**src/rtl/rst_seq_pkg.sv**
```systemverilog
package rst_seq_pkg;
    // clock and sequence timing
    localparam int CLK_KHZ        = 200_000;
    localparam int NORMAL_RST_MS  = 35;
    localparam int LONG_RST_MS    = 120;
    localparam int START_MAX_MS   = 2;
    localparam int PIN_LOW_MIN_NS = 2000;
    localparam int NORMAL_RST_CYC = NORMAL_RST_MS * CLK_KHZ;
    localparam int LONG_RST_CYC   = LONG_RST_MS * CLK_KHZ;
    localparam int START_MAX_CYC  = START_MAX_MS * CLK_KHZ;
    localparam int PIN_LOW_MIN_CYC = (PIN_LOW_MIN_NS * (CLK_KHZ / 1000) + 999) / 1000;
    localparam int TIMER_W        = 25;

    // configuration memory: two banks of words, last word of a bank balances the sum to zero
    localparam int CFG_AW         = 4;
    localparam int CFG_DW         = 8;
    localparam int CFG_WORDS      = 16;
    localparam logic [CFG_AW-1:0] CFG_LAST = 4'hF;
    localparam logic BANK_USER    = 1'b0;
    localparam logic BANK_BACKUP  = 1'b1;
    localparam logic [CFG_DW-1:0] CFG_RESET_WORD = 8'h00;

    typedef enum {ST_START, ST_SCAN, ST_DECIDE, ST_COPY, ST_HOLD, ST_RUN} seq_e;
endpackage : rst_seq_pkg

```
**src/rtl/reset_config_validation_seq.sv**
```systemverilog
`timescale 1ns/1ps
`default_nettype none
module reset_config_validation_seq
    import rst_seq_pkg::*;
#(
    parameter int NORMAL_CYC = NORMAL_RST_CYC,
    parameter int LONG_CYC   = LONG_RST_CYC
)(
    // clock and power-up reset
    input  wire logic                clk,
    input  wire logic                sys_rst,
    // external reset pin, asynchronous
    input  wire logic                rst_pin_n,
    // address strap pins, shared with general outputs
    input  wire logic [3:0]          addr_strap_in,
    output logic      [3:0]          general_outputs,
    output logic      [3:0]          general_outputs_oe,
    input  wire logic [3:0]          general_outputs_value,
    // serial host front end
    input  wire logic                host_req,
    input  wire logic [3:0]          host_req_addr,
    output logic                     host_ack,
    // configuration access
    input  wire logic                cfg_wr_en,
    input  wire logic [CFG_AW-1:0]   cfg_wr_addr,
    input  wire logic [CFG_DW-1:0]   cfg_wr_data,
    input  wire logic [CFG_AW-1:0]   cfg_rd_addr,
    output logic      [CFG_DW-1:0]   cfg_rd_data,
    // status
    output logic                     in_reset,
    output logic      [3:0]          dev_addr,
    output logic                     cfg_bad,
    output logic                     cfg_new
);
    typedef struct packed {
        seq_e               st;
        logic [1:0]         pin_sync;
        logic [3:0]         strap_s1;
        logic [3:0]         strap_s2;
        logic [5:0]         idx;
        logic               rd_vld;
        logic [5:0]         rd_idx;
        logic [CFG_DW-1:0]  sum;
        logic [CFG_DW-1:0]  last_user;
        logic               differ;
        logic               restore;
        logic [TIMER_W-1:0] timer;
        logic [TIMER_W-1:0] target;
        logic               wr_en;
        logic [CFG_AW:0]    wr_addr;
        logic [CFG_DW-1:0]  wr_data;
        logic               in_reset;
        logic [3:0]         dev_addr;
        logic [3:0]         gen_out;
        logic [3:0]         gen_oe;
        logic               host_ack;
        logic               cfg_bad;
        logic               cfg_new;
    } seq_s;

    localparam logic [TIMER_W-1:0] NORMAL_T = TIMER_W'(NORMAL_CYC);
    localparam logic [TIMER_W-1:0] LONG_T   = TIMER_W'(LONG_CYC);

    seq_s              r;
    seq_s              next_r;
    logic [CFG_AW:0]   mem_rd_addr;
    logic              mem_wr_en;
    logic [CFG_AW:0]   mem_wr_addr;
    logic [CFG_DW-1:0] mem_wr_data;
    logic [CFG_DW-1:0] mem_rd_data;

    cfg_mem u_mem (
        .clk     (clk),
        .wr_en   (mem_wr_en),
        .wr_addr (mem_wr_addr),
        .wr_data (mem_wr_data),
        .rd_addr (mem_rd_addr),
        .rd_data (mem_rd_data)
    );

    // host writes go straight in only while running; the sequencer owns the port otherwise
    always_comb begin
        if (r.st == ST_RUN) begin
            mem_wr_en   = cfg_wr_en;
            mem_wr_addr = {BANK_USER, cfg_wr_addr};
            mem_wr_data = cfg_wr_data;
        end else begin
            mem_wr_en   = r.wr_en;
            mem_wr_addr = r.wr_addr;
            mem_wr_data = r.wr_data;
        end
        unique case (r.st)
            ST_SCAN:  mem_rd_addr = {r.idx[0], r.idx[4:1]};
            ST_COPY:  mem_rd_addr = {r.restore, r.idx[3:0]};
            ST_RUN:   mem_rd_addr = {r.restore, cfg_rd_addr};
            default:  mem_rd_addr = '0;
        endcase
    end

    always_comb begin
        next_r          = r;
        next_r.pin_sync = {r.pin_sync[0], rst_pin_n};
        next_r.strap_s1 = addr_strap_in;
        next_r.strap_s2 = r.strap_s1;
        next_r.rd_vld   = 1'b0;
        next_r.wr_en    = 1'b0;
        next_r.host_ack = 1'b0;
        if (r.st != ST_RUN) begin
            next_r.timer = r.timer + 1'b1;
        end
        unique case (r.st)
            ST_START: begin
                // leaves on the first cycle, well inside the start bound
                next_r.idx      = '0;
                next_r.sum      = '0;
                next_r.differ   = 1'b0;
                next_r.timer    = '0;
                next_r.in_reset = 1'b1;
                next_r.gen_oe   = '0;
                next_r.gen_out  = '0;
                next_r.st       = ST_SCAN;
            end
            ST_SCAN: begin
                // user and backup words interleave; the sum covers the user bank
                if (!r.idx[5]) begin
                    next_r.idx    = r.idx + 1'b1;
                    next_r.rd_vld = 1'b1;
                    next_r.rd_idx = r.idx;
                end
                if (r.rd_vld) begin
                    if (!r.rd_idx[0]) begin
                        next_r.sum       = r.sum + mem_rd_data;
                        next_r.last_user = mem_rd_data;
                    end else if (mem_rd_data != r.last_user) begin
                        next_r.differ = 1'b1;
                    end
                    if (r.rd_idx == 6'h1F) begin
                        next_r.st = ST_DECIDE;
                    end
                end
            end
            ST_DECIDE: begin
                next_r.cfg_bad  = (r.sum != '0);
                next_r.cfg_new  = (r.sum == '0) && r.differ;
                next_r.restore  = (r.sum != '0);
                next_r.dev_addr = r.strap_s2;
                next_r.idx      = '0;
                if (r.sum != '0 || r.differ) begin
                    next_r.target = LONG_T;
                    next_r.st     = ST_COPY;
                end else begin
                    next_r.target = NORMAL_T;
                    next_r.st     = ST_HOLD;
                end
            end
            ST_COPY: begin
                // restore copies backup to user, otherwise user is saved as backup
                if (!r.idx[4]) begin
                    next_r.idx    = r.idx + 1'b1;
                    next_r.rd_vld = 1'b1;
                    next_r.rd_idx = r.idx;
                end
                if (r.rd_vld) begin
                    next_r.wr_en   = 1'b1;
                    next_r.wr_addr = {~r.restore, r.rd_idx[3:0]};
                    next_r.wr_data = mem_rd_data;
                    if (r.rd_idx[3:0] == CFG_LAST) begin
                        next_r.st = ST_HOLD;
                    end
                end
            end
            ST_HOLD: begin
                // length is counted from the start, so both reset causes match
                if (r.timer >= r.target - 1'b1) begin
                    next_r.in_reset = 1'b0;
                    next_r.gen_oe   = '1;
                    next_r.st       = ST_RUN;
                end
            end
            ST_RUN: begin
                next_r.gen_out  = general_outputs_value;
                next_r.host_ack = host_req && (host_req_addr == r.dev_addr);
            end
        endcase
        // a low pin, however short after sync, restarts the same sequence
        if (!r.pin_sync[1]) begin
            next_r.st       = ST_START;
            next_r.in_reset = 1'b1;
            next_r.gen_oe   = '0;
            next_r.gen_out  = '0;
            next_r.host_ack = 1'b0;
        end
    end

    always_ff @(posedge clk or posedge sys_rst) begin
        if (sys_rst) begin
            r           <= '0;
            r.st        <= ST_START;
            r.pin_sync  <= 2'h3;
            r.in_reset  <= 1'b1;
        end else begin
            r <= next_r;
        end
    end

    assign general_outputs    = r.gen_out;
    assign general_outputs_oe = r.gen_oe;
    assign host_ack           = r.host_ack;
    assign cfg_rd_data        = mem_rd_data;
    assign in_reset           = r.in_reset;
    assign dev_addr           = r.dev_addr;
    assign cfg_bad            = r.cfg_bad;
    assign cfg_new            = r.cfg_new;
endmodule : reset_config_validation_seq
`default_nettype wire

```
**src/rtl/cfg_mem.sv**
```systemverilog
`timescale 1ns/1ps
`default_nettype none
module cfg_mem
    import rst_seq_pkg::*;
(
    // clock
    input  wire logic                clk,
    // write port
    input  wire logic                wr_en,
    input  wire logic [CFG_AW:0]     wr_addr,
    input  wire logic [CFG_DW-1:0]   wr_data,
    // read port, data one cycle later
    input  wire logic [CFG_AW:0]     rd_addr,
    output var  logic [CFG_DW-1:0]   rd_data
);
    logic [CFG_DW-1:0] mem [2*CFG_WORDS];

    // contents survive sys_rst like a stored configuration would
    initial begin
        for (int i = 0; i < 2 * CFG_WORDS; i++) begin
            mem[i] = CFG_RESET_WORD;
        end
    end

    always_ff @(posedge clk) begin
        if (wr_en) begin
            mem[wr_addr] <= wr_data;
        end
        rd_data <= mem[rd_addr];
    end
endmodule : cfg_mem
`default_nettype wire

```
**config.mk**
```make
export PLATFORM = sky130hd
export DESIGN_NAME = reset_config_validation_seq
export DESIGN_NICKNAME = d
export VERILOG_FILES = /design/src/rtl/rst_seq_pkg.sv /design/src/rtl/reset_config_validation_seq.sv /design/src/rtl/cfg_mem.sv
export SDC_FILE = /design/constraint.sdc
export NUM_CORES = 1
export LEC_CHECK = 0
export BUFFER_PORTS_ARGS = -buffer_cell sky130_fd_sc_hd__buf_2
export CAP_MARGIN = 20
export CORE_ASPECT_RATIO = 0.8
export CORE_MARGIN = 4
export CORE_UTILIZATION = 55
export DETAILED_ROUTE_END_ITERATION = 6
export PLACE_DENSITY = 0.72
export SKIP_LAST_GASP = 1
export SYNTH_ARGS = -nofsm -noshare
export SYNTH_HDL_FRONTEND = slang
export SYNTH_SLANG_ARGS = --single-unit
```
**constraint.sdc**
```tcl
create_clock -name clk -period 4.91 [get_ports clk]
set_clock_uncertainty 0.2 [all_clocks]
set_input_delay 0.7365 -clock clk [delete_from_list [all_inputs] [get_ports clk]]
set_output_delay 0.7365 -clock clk [all_outputs]
set_load 0.02 [all_outputs]
```
# == Yosys cells after proc, flatten, opt, wreduce, memory -nomap -nowiden ==
# Memory sizes are Yosys's and may differ from the RTL's. A register that Yosys moved wholly into a read port is not among the register bits.
# Cells that the tools add are included.
# totals
regBits,152
ram_bits,256
input_bits,33
out_inout_bits,24
wordCells,115
memories,1
# mem_list
memory,depth,width,read_ports,rd_ports_with_merged_regs,wr,line_no,rtl
u_mem.mem,32,8,1,1,1,cfg_mem.sv:16,logic [CFG_DW-1:0] mem [2*CFG_WORDS];
# op_classes
n_addsub,4
magnitude_cmp,1
eq_ne,25
mux,37
n_bitwise,2
reduce_logical,21
# ops
op,n
32-bit two-way mux,6
32-bit one-hot mux with 5 select lines,1
25-bit two-way mux,3
"32-bit by 2-bit equality test with 1-bit output, second input constant",2
"32-bit by 3-bit equality test with 1-bit output, second input constant",2
"32-bit by 1-bit equality test with 1-bit output, second input constant",1
"32-bit by 4-bit equality test with 1-bit output, second input constant",1
32-bit zero test,1
"32-bit by 4-bit != test with 1-bit output, second input constant",1
14-bit two-way mux,2
13-bit two-way mux,2
"25-bit by 1-bit adder with 25-bit output, second input constant",1
25-bit greater-or-equal comparator,1
"25-bit by 1-bit subtractor with 25-bit output, second input constant",1
6-bit one-hot mux with 3 select lines,1
17-bit two-way mux,1
16-bit two-way mux,1
4-bit one-hot mux with 2 select lines,2
8-bit one-hot mux with 2 select lines,1
"3-bit != test, second input constant",5
5-bit one-hot mux with 3 select lines,1
7-bit one-hot mux with 2 select lines,1
"2-bit != test, second input constant",6
3-bit AND reduction,4
other kinds (26),42

# == Depth between registers and ports, before layout ==
# Gate-level depths: netlist (run 1).
# depth
word_depth,5
ltp_mapped,12
mapped_depth_nobuf,12

# == Hierarchy ==
# From an unflattened synthesis (run 1), not the netlist that was laid out.
# unflattened
hier_cells,1002
area_unflattened_um2,15418.5
# modules_own_cells
mod,instances,cells_each,area_per_inst_um2,seq_area_each_um2
cfg_mem,1,417,10053.4,7847.5
reset_config_validation_seq,1,585,5365.1,2456.1

# == Worst setup path before layout (run 1) ==
# OpenSTA, ideal clock, no wires.
# synth_timing
path_type,reg2reg
startpoint,reg r[45] in the netlist's numbering
endpoint,reg r[121] in the netlist's numbering
setup_time_ps,95
t_arrival_ps,2228
required_ps,4615
slack_ps,2387
path_stages_with_launch,13
path_buffers,0
synth_period_minus_slack_ps,2523
path_cell_list,dfrtp_1 clkinv_1 ha_1 nor2b_1 nor2_1 a21oi_1 ha_1 nand4_1 nor3_1 a21oi_1 o21ai_0 a21oi_1 o31ai_1
# synth_between
elab_chain_len,4
# synth_lines
item,line_no,rtl
start: declaration,reset_config_validation_seq.sv:64,seq_s r;
start signal: assignment,reset_config_validation_seq.sv:202,r <= next_r;
25-bit by 1-bit subtractor with 25-bit output,reset_config_validation_seq.sv:174,if (r.timer >= r.target - 1'b1) begin
25-bit greater-or-equal comparator,reset_config_validation_seq.sv:174,
3-bit != test (no line),n/a,
6-bit AND reduction (no line),n/a,
# Every way passes these cells.
# A chain may end at the register's enable or synchronous reset.

# == Final worst setup path (run 1) ==
# layout_timing
startpoint,reg r[121] in the netlist's numbering
endpoint,mem u_mem.mem[5][2] (enable)
# layout_between
elab_chain_len,4
elab_cells_between_ends,5
cone_classes,eq/ne: 1; mux: 4
# layout_lines
item,line_no,rtl
32-bit by 4-bit equality test with 1-bit output (*),reset_config_validation_seq.sv:83,if (r.st == ST_RUN) begin
1-bit two-way mux,reset_config_validation_seq.sv:83,
1-bit two-way mux,cfg_mem.sv:26,if (wr_en) begin
1-bit two-way mux (not written as such),cfg_mem.sv:27,mem[wr_addr] <= wr_data;
end: declaration,cfg_mem.sv:16,
# Mark *: on every way between the ends. The rest lies on a longest branch, timed or not.

==> results of run 1 <==
-- final timing paths --
check	from	end	cells past startpoint
setup / recovery	r[121]	u_mem.mem[5][2]	4
hold / removal	rst_pin_n	next_r[120]	1
setup reg to reg	r[121]	u_mem.mem[5][2]	4
hold reg to reg	next_r[113]	r[113]	0
max in group asynchronous	sys_rst	r[68]	3
min in group asynchronous	sys_rst	cfg_new	2
-- placed cells by master, fill, tap and decap left out, types with 6 or more instances in the layout --
cell / netlist / routed
edfxtp_1: 256 / 256
dfrtp_1: 95 / 94
o21ai_0: 85 / 85
nor2_1: 83 / 83
nand2_1: 75 / 74
a21boi_0: 59 / 59
buf_2: 29 / 56
inv_1: 43 / 42
and3_1: 39 / 39
a22oi_1: 37 / 37
clkbuf_16: 0 / 37
and2_1: 34 / 34
o22ai_1: 34 / 34
a32oi_1: 33 / 33
a311oi_1: 32 / 32
o32a_1: 32 / 32
ha_1: 32 / 32
buf_4: 16 / 30
xor2_1: 29 / 29
o211ai_1: 29 / 29
mux2_2: 28 / 28
nand3_1: 24 / 24
a21oi_1: 22 / 22
xnor2_1: 13 / 13
nor3_1: 14 / 12
nand4_1: 10 / 10
nor2b_1: 8 / 8
a22o_1: 8 / 8
nor4_2: 8 / 8
dfxtp_1: 8 / 8
a21o_1: 7 / 7
clkinv_1: 1 / 7
o211ai_2: 7 / 7
clkinv_2: 0 / 7
o21ai_1: 6 / 6
nand2b_1: 6 / 6
-- through the flow --
step / utilization [%] / power, mW / cells / hold WS [ns] / setup slack (ns)
after global routing: 61.37 / 10.89 / 1832 / 0.09898 / 1.307
final: 61.37 / 10.38 / 1832 / 0.1080 / 1.515
after detailed placement: 57.49 / 7.672 / 1766 / 0.1362 / 1.561
after global placement: 57.49 / 7.606 / 1766 / 0.1335 / 1.581
after CTS: 61.23 / 10.36 / 1829 / 0.09765 / 1.579
after floorplan: - / 6.600 / 1383 / 0.1312 / 1.416
-- cells by family (layout without fill, tap and decap cells) --
| family | after synthesis | after routing |
|---|---|---|
| multiplexers | 34 | 34 |
| buffers and inverters | 163 | 198 |
| XOR/XNOR | 42 | 42 |
| other | 0 | 1 |
| adder cells (fa/ha/maj) | 33 | 33 |
| flip-flops | 362 | 362 |
| AND/OR/NAND/NOR | 328 | 328 |
| AO/OA/AOI/OAI | 421 | 421 |
-- per-layer routing --
| layer | GRT usage [%] | routed length (um) |
|---|---|---|
| met5 | 0 | 0 |
| met4 | 6.575 | 961 |
| met3 | 5.428 | 3808 |
| met2 | 36.32 | 17920 |
| met1 | 37.06 | 18580 |
-- state kept, by name, indices dropped and copies added, names as in the netlist --
name and flops:
r 80, cfg_new 1, next_r 5, host_ack 1, cfg_bad 1, dev_addr 4
in_reset 1, u_mem.rd_data 8, general_outputs 4, u_mem.mem 256, general_outputs_oe 1
-- power by group through the flow --
| stage | registers [mW] | clock network, mW | logic, mW |
|---|---|---|---|
| 2_1_floorplan | 4.21 | 0 | 2.39 |
| 3_3_place_gp | 4.34 | 0 | 3.27 |
| 3_5_place_dp | 4.35 | 0 | 3.32 |
| 4_1_cts | 4.29 | 2.72 | 3.35 |
| 5_1_grt | 4.33 | 2.85 | 3.71 |
| 6_report | 4.29 | 2.68 | 3.41 |
-- final cells by class --
class | instances | share of cell area, %
clock inverters | 17 | 0.7181
well taps | 413 | 2.772
multi-input cells | 858 | 31.95
diodes | 1 | 0.01342
clock buffers | 46 | 5.382
flip-flops and latches | 362 | 55.29
repair buffers | 88 | 2.919
inverters | 47 | 0.9597
-- worst register-to-register path, stage by stage, from the launching register on --
cell	delay [ns]
dfrtp_4	0.81
nand3b_1	0.49
o21ai_0	0.37
nand2_1	0.39
nor2_1	0.76
==> results.yml, run 1 <==
run_status:
  status: "finished, final reports clean"
global_routing:
  grt.total_usage_pct: 24.54
  antenna_found_initial: 1
  grt_pass1_vias: 11155
  grt.overflow.total: 0
  grt_pass1_wl_um: 64610
  grt_max_degree: 98
pwr:
  p_sw_mw: 3.860
  seq_power_share_pct: 41.4
  pwr-share-comb_pct: 32.9
  ir_drop_v: 0.0003741
  clockPowerShare_pct: 25.8
  swShare_pct: 37.19
  internal-power_mw: 6.520
  p_leak_nw: 6.933
  powerDensity_nw_per_um2: 556.8
timing:
  fmax_mhz: 294.5
  drv_slew: 0
  setup_viol: 0
  fin_crit_sh_pct: 69.15
  timing.slew.headroom_pct: 29.26
  hold_violations: 0
  setup_tns_ns: 0
  rsz0062_at_grt: "no"
  period_needed_ns: 3.395
  worstMarginPinSlew_ns: 1.057
clock_tree:
  numCtsBuffers: 35
  cts_tree: "built"
  cts-resized-gates: 0
  cts_sinks: 362
  cts_setup_buffers: 0
  clockBufferDepth: 3
  clock_latency_ns: 0.52
  htreeDepth: 2
  path_clk_slew_ns: 0.06
  ctsHoldBuffers: 0
  root_buffer: "clkbuf_16"
layout:
  num-fill-cells: 2382
  nNetsFinal: 1458
  multi_input_area_um2: 5957
  stdcell_area_um2: 18640
  areaGrowthSynthToFinish_pct: 9.816
  layout-drive-gt1-share_pct: 14.60
  regArea_um2: 10310
yosys:
  synthMuxAreaShare_pct: 2.358
  synth.avg_cell_area_um2: 12.28
  synth_top_family_by_area: "compound AO/OA/AOI/OAI gates"
  synth_ff_type: "edfxtp_1"
  synth.distinct_cells: 69
  synth_area_um2: 16980
  syn_inst: 1383
  synthAdderAreaFrac_pct: 2.476
  synthArstFlopShare_pct: 27.07
  yosysMostFrequentCell: "edfxtp_1"
  synth_commonest_cells: "edfxtp_1 (256), dfrtp_1 (95), o21ai_0 (85)"
  synthSimpleGateAreaFrac_pct: 9.993
  yosysTopAreaCell: "edfxtp_1"
  synth-xor-area-share_pct: 2.167
  synth_compound_area_share_pct: 17.97
  yosys_warnings: 0
  synth_edf_count: 256
  synth_top_area_share_pct: 45.28
  synth_seq_cells: 362
  synthesis.nets: 1449
  ys_seq_area_share_pct: 60.69
  yosys-top-cells-area: "edfxtp_1 (45%), dfrtp_1 (14%), a21boi_0 (2.6%)"
placed_design:
  hpwl_um: 25930
  placed_area_um2: 17470
  portBuffers: 56
  gp_congestion: 0.8586
floorplan:
  fp.dieArea_um2: 33760
  die_y_um: 165.1
  io_pins: 57
  die_width_um: 204.4
  core_um2: 30380
  start_util_pct: 55.88
  fp-row-count: 57
critical_path:
  crit_chain: "nand3b_1, o21ai_0, nand2_1, nor2_1"
  required_ns: 4.86
  path_delay_family: "simple AND/OR/NAND/NOR gates"
  worstSetupEndpointType: "flip-flop"
  cpMaxStageDelayCell: "dfrtp_4"
  cp.arrival_ns: 3.34
  crit_type: "flip-flop to flip-flop"
  rrSetupSlack_ns: 1.51
  worst_setup_path_start_kind: "flip-flop"
  cp_slowest_stage_delay_ns: 0.81
  crit_path_max_fanout: 68
  worst-path-buf-inv: 0
detailed_routing:
  ant_nets: 0
  via_per_inst: 6.331
  firstDrtPassIters: 6
  wl_um: 41260
  dr_total_vias: 11599
  wl_per_cell_um: 22.52
  drt_iter0_drc: 1365
  drc: 0
flow_run:
  maxCapViolCount: 0
worst_hold_path:
  hold_class: "input port to flip-flop"
(Power assumes the default switching activity.)
==> run 2, diff against run 1 <==
--- a/config.mk
+++ b/config.mk
@@ -5,6 +5,7 @@
 export SDC_FILE = /design/constraint.sdc
 export NUM_CORES = 1
 export LEC_CHECK = 0
+export ABC_AREA = 1
 export BUFFER_PORTS_ARGS = -buffer_cell sky130_fd_sc_hd__buf_2
 export CAP_MARGIN = 20
 export CORE_ASPECT_RATIO = 0.8
==> constraint.sdc (replaced) <==
create_clock -name clk -period 3.2 [get_ports clk]
set_clock_uncertainty 0.2 [all_clocks]
set_input_delay 0.48 -clock clk [delete_from_list [all_inputs] [get_ports clk]]
set_output_delay 0.48 -clock clk [all_outputs]
set_load 0.02 [all_outputs]
==> run 2 against run 1 <==
Net effect:
- flip-flop and latch count unchanged
- critical path depth is 12 higher
- first-iteration DRC count up 14%
- global-route usage grew 0.63 points
- power is 40% higher
- utilization grew 2.5 points
- highest routed layer unchanged
- synthesized cell count up 36%
==> results.yml, run 2 <==
run_status:
  status: "finished, final reports clean"
detailed_routing:
  met3_length_um: 3307
  ant_nets: 0
  routed-wl-met2_um: 19650
  dr_total_vias: 13485
  wl_met1_um: 19450
  wl_um: 43650
  via_per_inst: 5.647
  firstDrtPassIters: 5
  wl_per_cell_um: 18.28
  drc: 0
  maxUsedRoutingLayer: "met4"
  drt_iter0_drc: 1558
critical_path:
  required_ns: 3.42
  worst-path-buf-inv: 3
  path_delay_family: "simple AND/OR/NAND/NOR gates"
  crit_chain: "nor2_1, inv_1, nor2_1, nand2_1, nand2_1, inv_1, ha_1, nand2_1, inv_1, nand2_1, or2_2, or2_2, nand3_2, o21ai_0, nand2_1, nand2_1"
  cp_slowest_stage_delay_ns: 0.46
  crit_type: "flip-flop to flip-flop"
  cpMaxStageDelayCell: "dfrtp_1"
  worst_setup_path_start_kind: "flip-flop"
  crit_path_frequent_cell: "nand2_1"
  worstSetupEndpointType: "flip-flop"
  cp.arrival_ns: 3.20
  crit_path_max_fanout: 7
floorplan:
  die_width_um: 207.0
  fp-row-count: 57
  core_um2: 30810
  die_y_um: 167.2
  start_util_pct: 56.53
  fp.dieArea_um2: 34600
  io_pins: 57
timing:
  rsz0062_at_grt: "no"
  worstMarginPinSlew_ns: 0.7823
  setup_tns_ns: 0
  fmax_mhz: 336.1
  fin_crit_sh_pct: 92.98
  timing.slew.headroom_pct: 47.74
  drv_slew: 0
  setup_viol: 0
  hold_violations: 0
  period_needed_ns: 2.975
  timing.final.ws_setup_ns: 0.2248
clock_tree:
  cts_sinks: 362
  path_clk_slew_ns: 0.07
  root_buffer: "clkbuf_16"
  cts_setup_buffers: 0
  numCtsBuffers: 37
  cts_tree: "built"
  htreeDepth: 2
  clockBufferDepth: 3
  clock_latency_ns: 0.54
pwr:
  powerDensity_nw_per_um2: 738.3
  p_leak_nw: 8.824
  ir_drop_v: 0.0007349
global_routing:
  grt.overflow.total: 0
  grt_pass1_wl_um: 69140
  grt_pass1_vias: 12659
  antenna_found_initial: 0
  grt_max_degree: 137
  grt.total_usage_pct: 25.17
yosys:
  yosys-top-cells-area: "edfxtp_1 (44%), dfrtp_1 (14%), nand2_1 (7.8%)"
  synth_commonest_cells: "nand2_1 (363), inv_1 (330), nand3_1 (265)"
  synth-xor-area-share_pct: 0.7040
  synthMuxAreaShare_pct: 0
  synth_area_um2: 17420
  yosys_warnings: 0
  yosysMostFrequentCell: "nand2_1"
  synth_edf_count: 256
  synth_top_area_share_pct: 44.14
  synthSimpleGateAreaFrac_pct: 23.69
  synth_top_family_by_area: "simple AND/OR/NAND/NOR gates"
  synthesis.nets: 1940
  synth.distinct_cells: 41
  yosysTopAreaCell: "edfxtp_1"
  synth.avg_cell_area_um2: 9.294
  synthArstFlopShare_pct: 27.07
  synth_ff_type: "edfxtp_1"
  synth_seq_cells: 362
  synthAdderAreaFrac_pct: 2.414
  ys_seq_area_share_pct: 59.16
  syn_inst: 1874
  synth_compound_area_share_pct: 4.102
layout:
  mostFrequentLayoutCell: "nand2_1"
  largest_register: "u_mem.mem"
  num-fill-cells: 2552
  layout-drive-gt1-share_pct: 10.58
  final_cell_mix: "nand2_1 (363), inv_1 (329), nand3_1 (264), edfxtp_1 (256), nand4_1 (136)"
  diodes: 0
  top_regs: "u_mem.mem x256, r x80, u_mem.rd_data x8"
  areaGrowthSynthToFinish_pct: 12.91
  largest_reg_flops: 256
  stdcell_area_um2: 19670
  nNetsFinal: 2016
flow_run:
  maxCapViolCount: 0
placed_design:
  gp_congestion: 0.9194
  placed_area_um2: 18380
  hpwl_um: 27270
  portBuffers: 56
  pre_cts_ws_ns: 0.1467
worst_hold_path:
  hold_class: "input port to flip-flop"
run 2: changes by cell type in the layout (fill, tap and decap cells not counted), moves of 33 or more:
cell      delta
inv_1      +287
nand3_1    +240
a21boi_0    -59
a32oi_1     -33
nand4_1    +126
nand2_1    +289
and3_1      -36
a22oi_1     -37
and2_1      -33
run 2: metal layers:
metal | global-route usage, % | vias to the layer above
met3 | 4.099 | 87
met1 | 38.27 | 6444
met2 | 37.78 | 543
li1 | - | 6411
met5 | 0 | -
met4 | 7.354 | 0
run 2: worst reg2reg max path, cell delays in order, from the launching register on:
cell	delay, ns
dfrtp_1	0.46
nor2_1	0.21
inv_1	0.08
nor2_1	0.15
nand2_1	0.14
nand2_1	0.09
inv_1	0.04
ha_1	0.28
nand2_1	0.10
inv_1	0.08
nand2_1	0.04
or2_2	0.29
or2_2	0.30
nand3_2	0.13
o21ai_0	0.14
nand2_1	0.08
nand2_1	0.05
run 2: logic make-up after synthesis:
logic type               after synthesis
AND/OR/NAND/NOR                      894
buffers and inverters                438
flip-flops                           362
AO/OA/AOI/OAI                        133
adder cells (fa/ha/maj)               33
XOR/XNOR                              14
run 2: path summary, 6_finish.rpt:
path | startpoint | endpoint | slack [ns] | cells past startpoint
max reg2reg | r[45] | general_outputs_oe[2] | 0.22 | 16
min | host_req_addr[3] | host_ack | 0.04 | 4
min in group asynchronous | sys_rst | r[96] | 0.46 | 3
max | r[45] | general_outputs_oe[2] | 0.22 | 16
max in group asynchronous | sys_rst | in_reset | 1.59 | 4
min reg2reg | next_r[114] | r[114] | 0.16 | 0
run 2: area by class of cell:
type                    instances  area, um2  area share [%]
clock buffers                  42      954.7           4.855
clock inverters                22      212.7           1.082
inverters                     340       1280           6.509
multi-input cells            1074       5396           27.44
flip-flops and latches        362      10300           52.40
well taps                     413      516.7           2.628
repair buffers                135       1001           5.090
run 2: report_power, final:
group,switching [mW],internal (mW),leakage [nW]
Combinational,3.00,1.22,4.54
Sequential,0.362,5.72,3.71
Clock,1.81,2.41,0.571
Total,5.18,9.34,8.82
run 2: metrics by stage:
stage / instances / total power [mW] / util [%] / hold WS [ns]
final: 2388 / 14.52 / 63.83 / 0.03517
after global routing: 2388 / 15.28 / 63.83 / 0.05407
after CTS: 2388 / 14.53 / 63.81 / 0.01545
after detailed placement: 2313 / 10.30 / 59.67 / 0.1365
after global placement: 2313 / 10.21 / 59.67 / 0.1314
after floorplan: 1874 / 8.784 / - / 0.1312
run 2: what timing repair did:
| item | in CTS | in global routing |
|---|---|---|
| setup endpoints to repair | 0 | 4 |
| hold buffers | 11 | 0 |
| endpoints found under the hold margin | 43 | 0 |
| gates resized for setup | 0 | 1 |
==> run 3, diff against run 2 <==
--- a/config.mk
+++ b/config.mk
@@ -10,9 +10,8 @@
 export CAP_MARGIN = 20
 export CORE_ASPECT_RATIO = 0.8
 export CORE_MARGIN = 4
-export CORE_UTILIZATION = 55
+export CORE_UTILIZATION = 36
 export DETAILED_ROUTE_END_ITERATION = 6
-export PLACE_DENSITY = 0.72
 export SKIP_LAST_GASP = 1
 export SYNTH_ARGS = -nofsm -noshare
 export SYNTH_HDL_FRONTEND = slang
==> run 3 against run 2 <==
Net effect:
- utilization is 21 points lower
- maximum frequency hardly changed
- flip-flop and latch count stayed put
- global-route usage is 6.9 points lower
- non-clock buffer count is 3 lower
- worst hold slack better by 0.11 ns
- wire length is 9.0% higher
- critical path depth stayed put
- critical endpoint unchanged
- sequential power is 0.7% higher
- via count is 0.41% higher
==> results.yml, run 3 (synthesis gave the netlist of run 2 again) <==
run_status:
  status: "finished, final reports clean"
critical_path:
  crit_path_frequent_cell: "nand2_1"
  required_ns: 3.42
  worst-path-buf-inv: 3
  crit_path_max_fanout: 7
  setup.worst_path.start: "r[45]"
  rr_startpoint: "r[45]"
  rrSetupSlack_ns: 0.22
  cp.arrival_ns: 3.20
  crit_type: "flip-flop to flip-flop"
  crit_chain: "nor2_1, inv_1, nor2_1, nand2_1, nand2_1, inv_1, ha_1, nand2_1, inv_1, nand2_1, or2_2, or2_2, nand3_2, o21ai_0, nand2_1, nand2_1"
  reg2reg_to: "general_outputs_oe[2]"
  r2r_cells: 16
  worst_setup_path_start_kind: "flip-flop"
  cpMaxStageDelayCell: "dfrtp_1"
  path_delay_family: "simple AND/OR/NAND/NOR gates"
  worstSetupEndpointType: "flip-flop"
  cp_slowest_stage_delay_ns: 0.45
  cp.depth: 16
clock_tree:
  clockBufferDepth: 3
  clock_latency_ns: 0.54
  path_clk_slew_ns: 0.06
  cts_sinks: 362
  cts_tree: "built"
  numCtsBuffers: 40
  htreeDepth: 2
  cts_setup_buffers: 0
  root_buffer: "clkbuf_16"
pwr:
  seq_power_share_pct: 40.6
  ir_drop_v: 0.0005681
  powerDensity_nw_per_um2: 751.1
  swShare_pct: 35.47
  internal-power_mw: 9.735
  pwr-share-comb_pct: 27.9
  clockPowerShare_pct: 31.6
  p_total_mw: 15.09
  p_sw_mw: 5.350
  p_leak_nw: 8.920
floorplan:
  die_y_um: 204.7
  io_pins: 57
  fp-row-count: 71
  start_util_pct: 36.71
  die_width_um: 253.9
  fp.dieArea_um2: 51980
  core_um2: 47440
global_routing:
  grt.total_usage_pct: 18.31
  grt_pass1_wl_um: 74780
  grt_pass1_vias: 13152
  grt_max_degree: 137
  grt.overflow.total: 0
  antenna_found_initial: 1
timing:
  fmax_mhz: 335.8
  fin_crit_sh_pct: 93.06
  rsz0062_at_grt: "no"
  worstMarginPinSlew_ns: 0.7617
  hold_violations: 0
  finalHoldWorstSlack_ns: 0.1490
  period_needed_ns: 2.978
  setup_viol: 0
  setup_tns_ns: 0
  timing.slew.headroom_pct: 49.03
  drv_slew: 0
layout:
  mostFrequentLayoutCell: "nand2_1"
  top_regs: "u_mem.mem x256, r x80, u_mem.rd_data x8"
  utilization_pct: 42.34
  nNetsFinal: 2016
  largest_register: "u_mem.mem"
  largest_reg_flops: 256
  final_cell_mix: "nand2_1 (363), inv_1 (329), nand3_1 (264), edfxtp_1 (256), nand4_1 (136)"
  areaGrowthSynthToFinish_pct: 15.32
  layout-drive-gt1-share_pct: 11.15
detailed_routing:
  firstDrtPassIters: 6
  dr_total_vias: 13540
  drt_iter0_drc: 1386
  ant_nets: 0
  via_per_inst: 5.202
  drc: 0
  wl_per_cell_um: 18.29
  wl_um: 47600
worst_hold_path:
  min_to: "r[112]"
  whs_path_depth: 0
  hold_class: "flip-flop to flip-flop"
  min_from: "next_r[112]"
placed_design:
  portBuffers: 56
  gp_congestion: 0.8994
  hpwl_um: 29260
flow_run:
  maxCapViolCount: 0
-- run 3: what timing repair did --
action,CTS,global route
resized for setup,0,2
hold buffers,12,0
hold endpoints to repair,57,0
setup endpoints to repair,0,5
-- run 3: worst reg2reg max path: cells and delay by family, from the launching register on --
kind	cells	cell delay, ns
and+or+nand+nor	11	1.59
adders and majority gates	1	0.28
DFF	1	0.45
AOI/OAI and AO/OA	1	0.14
buffers and inverters	3	0.21
-- run 3: per-stage QoR --
stage / setup slack [ns] / instance area [um2] / cells
2_1_floorplan: 0.5177 / 17420 / 1874
3_3_place_gp: 0.2176 / 18590 / 2516
3_5_place_dp: 0.1669 / 18590 / 2516
4_1_cts: 0.1324 / 20080 / 2602
5_1_grt: 0.003191 / 20080 / 2602
6_report: 0.2222 / 20090 / 2603
-- run 3: worst max-delay path by stage --
stage / to
floorplan: general_outputs_oe[2]
global placement: general_outputs_oe[2]
detailed placement: general_outputs_oe[2]
CTS: general_outputs_oe[2]
global route: general_outputs_oe[2]
finish: general_outputs_oe[2]
-- run 3: final cells by class --
cell class | instances | area (um2)
diodes | 1 | 2.502
clock inverters | 21 | 205.2
multi-input cells | 1074 | 5399
fillers | 4579 | 27350
clock buffers | 53 | 1164
flip-flops and latches | 362 | 10300
repair buffers | 132 | 955.9
inverters | 340 | 1280
well taps | 620 | 775.7
-- run 3: power groups by stage --
stage,combinational (mW),sequential [mW],clock (mW)
floorplan,2.67,6.12,0
CTS,4.17,6.11,4.85
finish,4.21,6.12,4.76
global route,4.69,6.16,5.07
detailed placement,4.13,6.20,0
global placement,4.07,6.19,0
-- run 3: per-layer routing --
layer	vias to the layer above	global-route usage (%)	share of wire, %
li1	6427	-	-
met1	6465	27.22	46
met2	564	26.08	41
met3	84	4.735	9.3
met4	0	5.934	2.9
met5	-	0	0
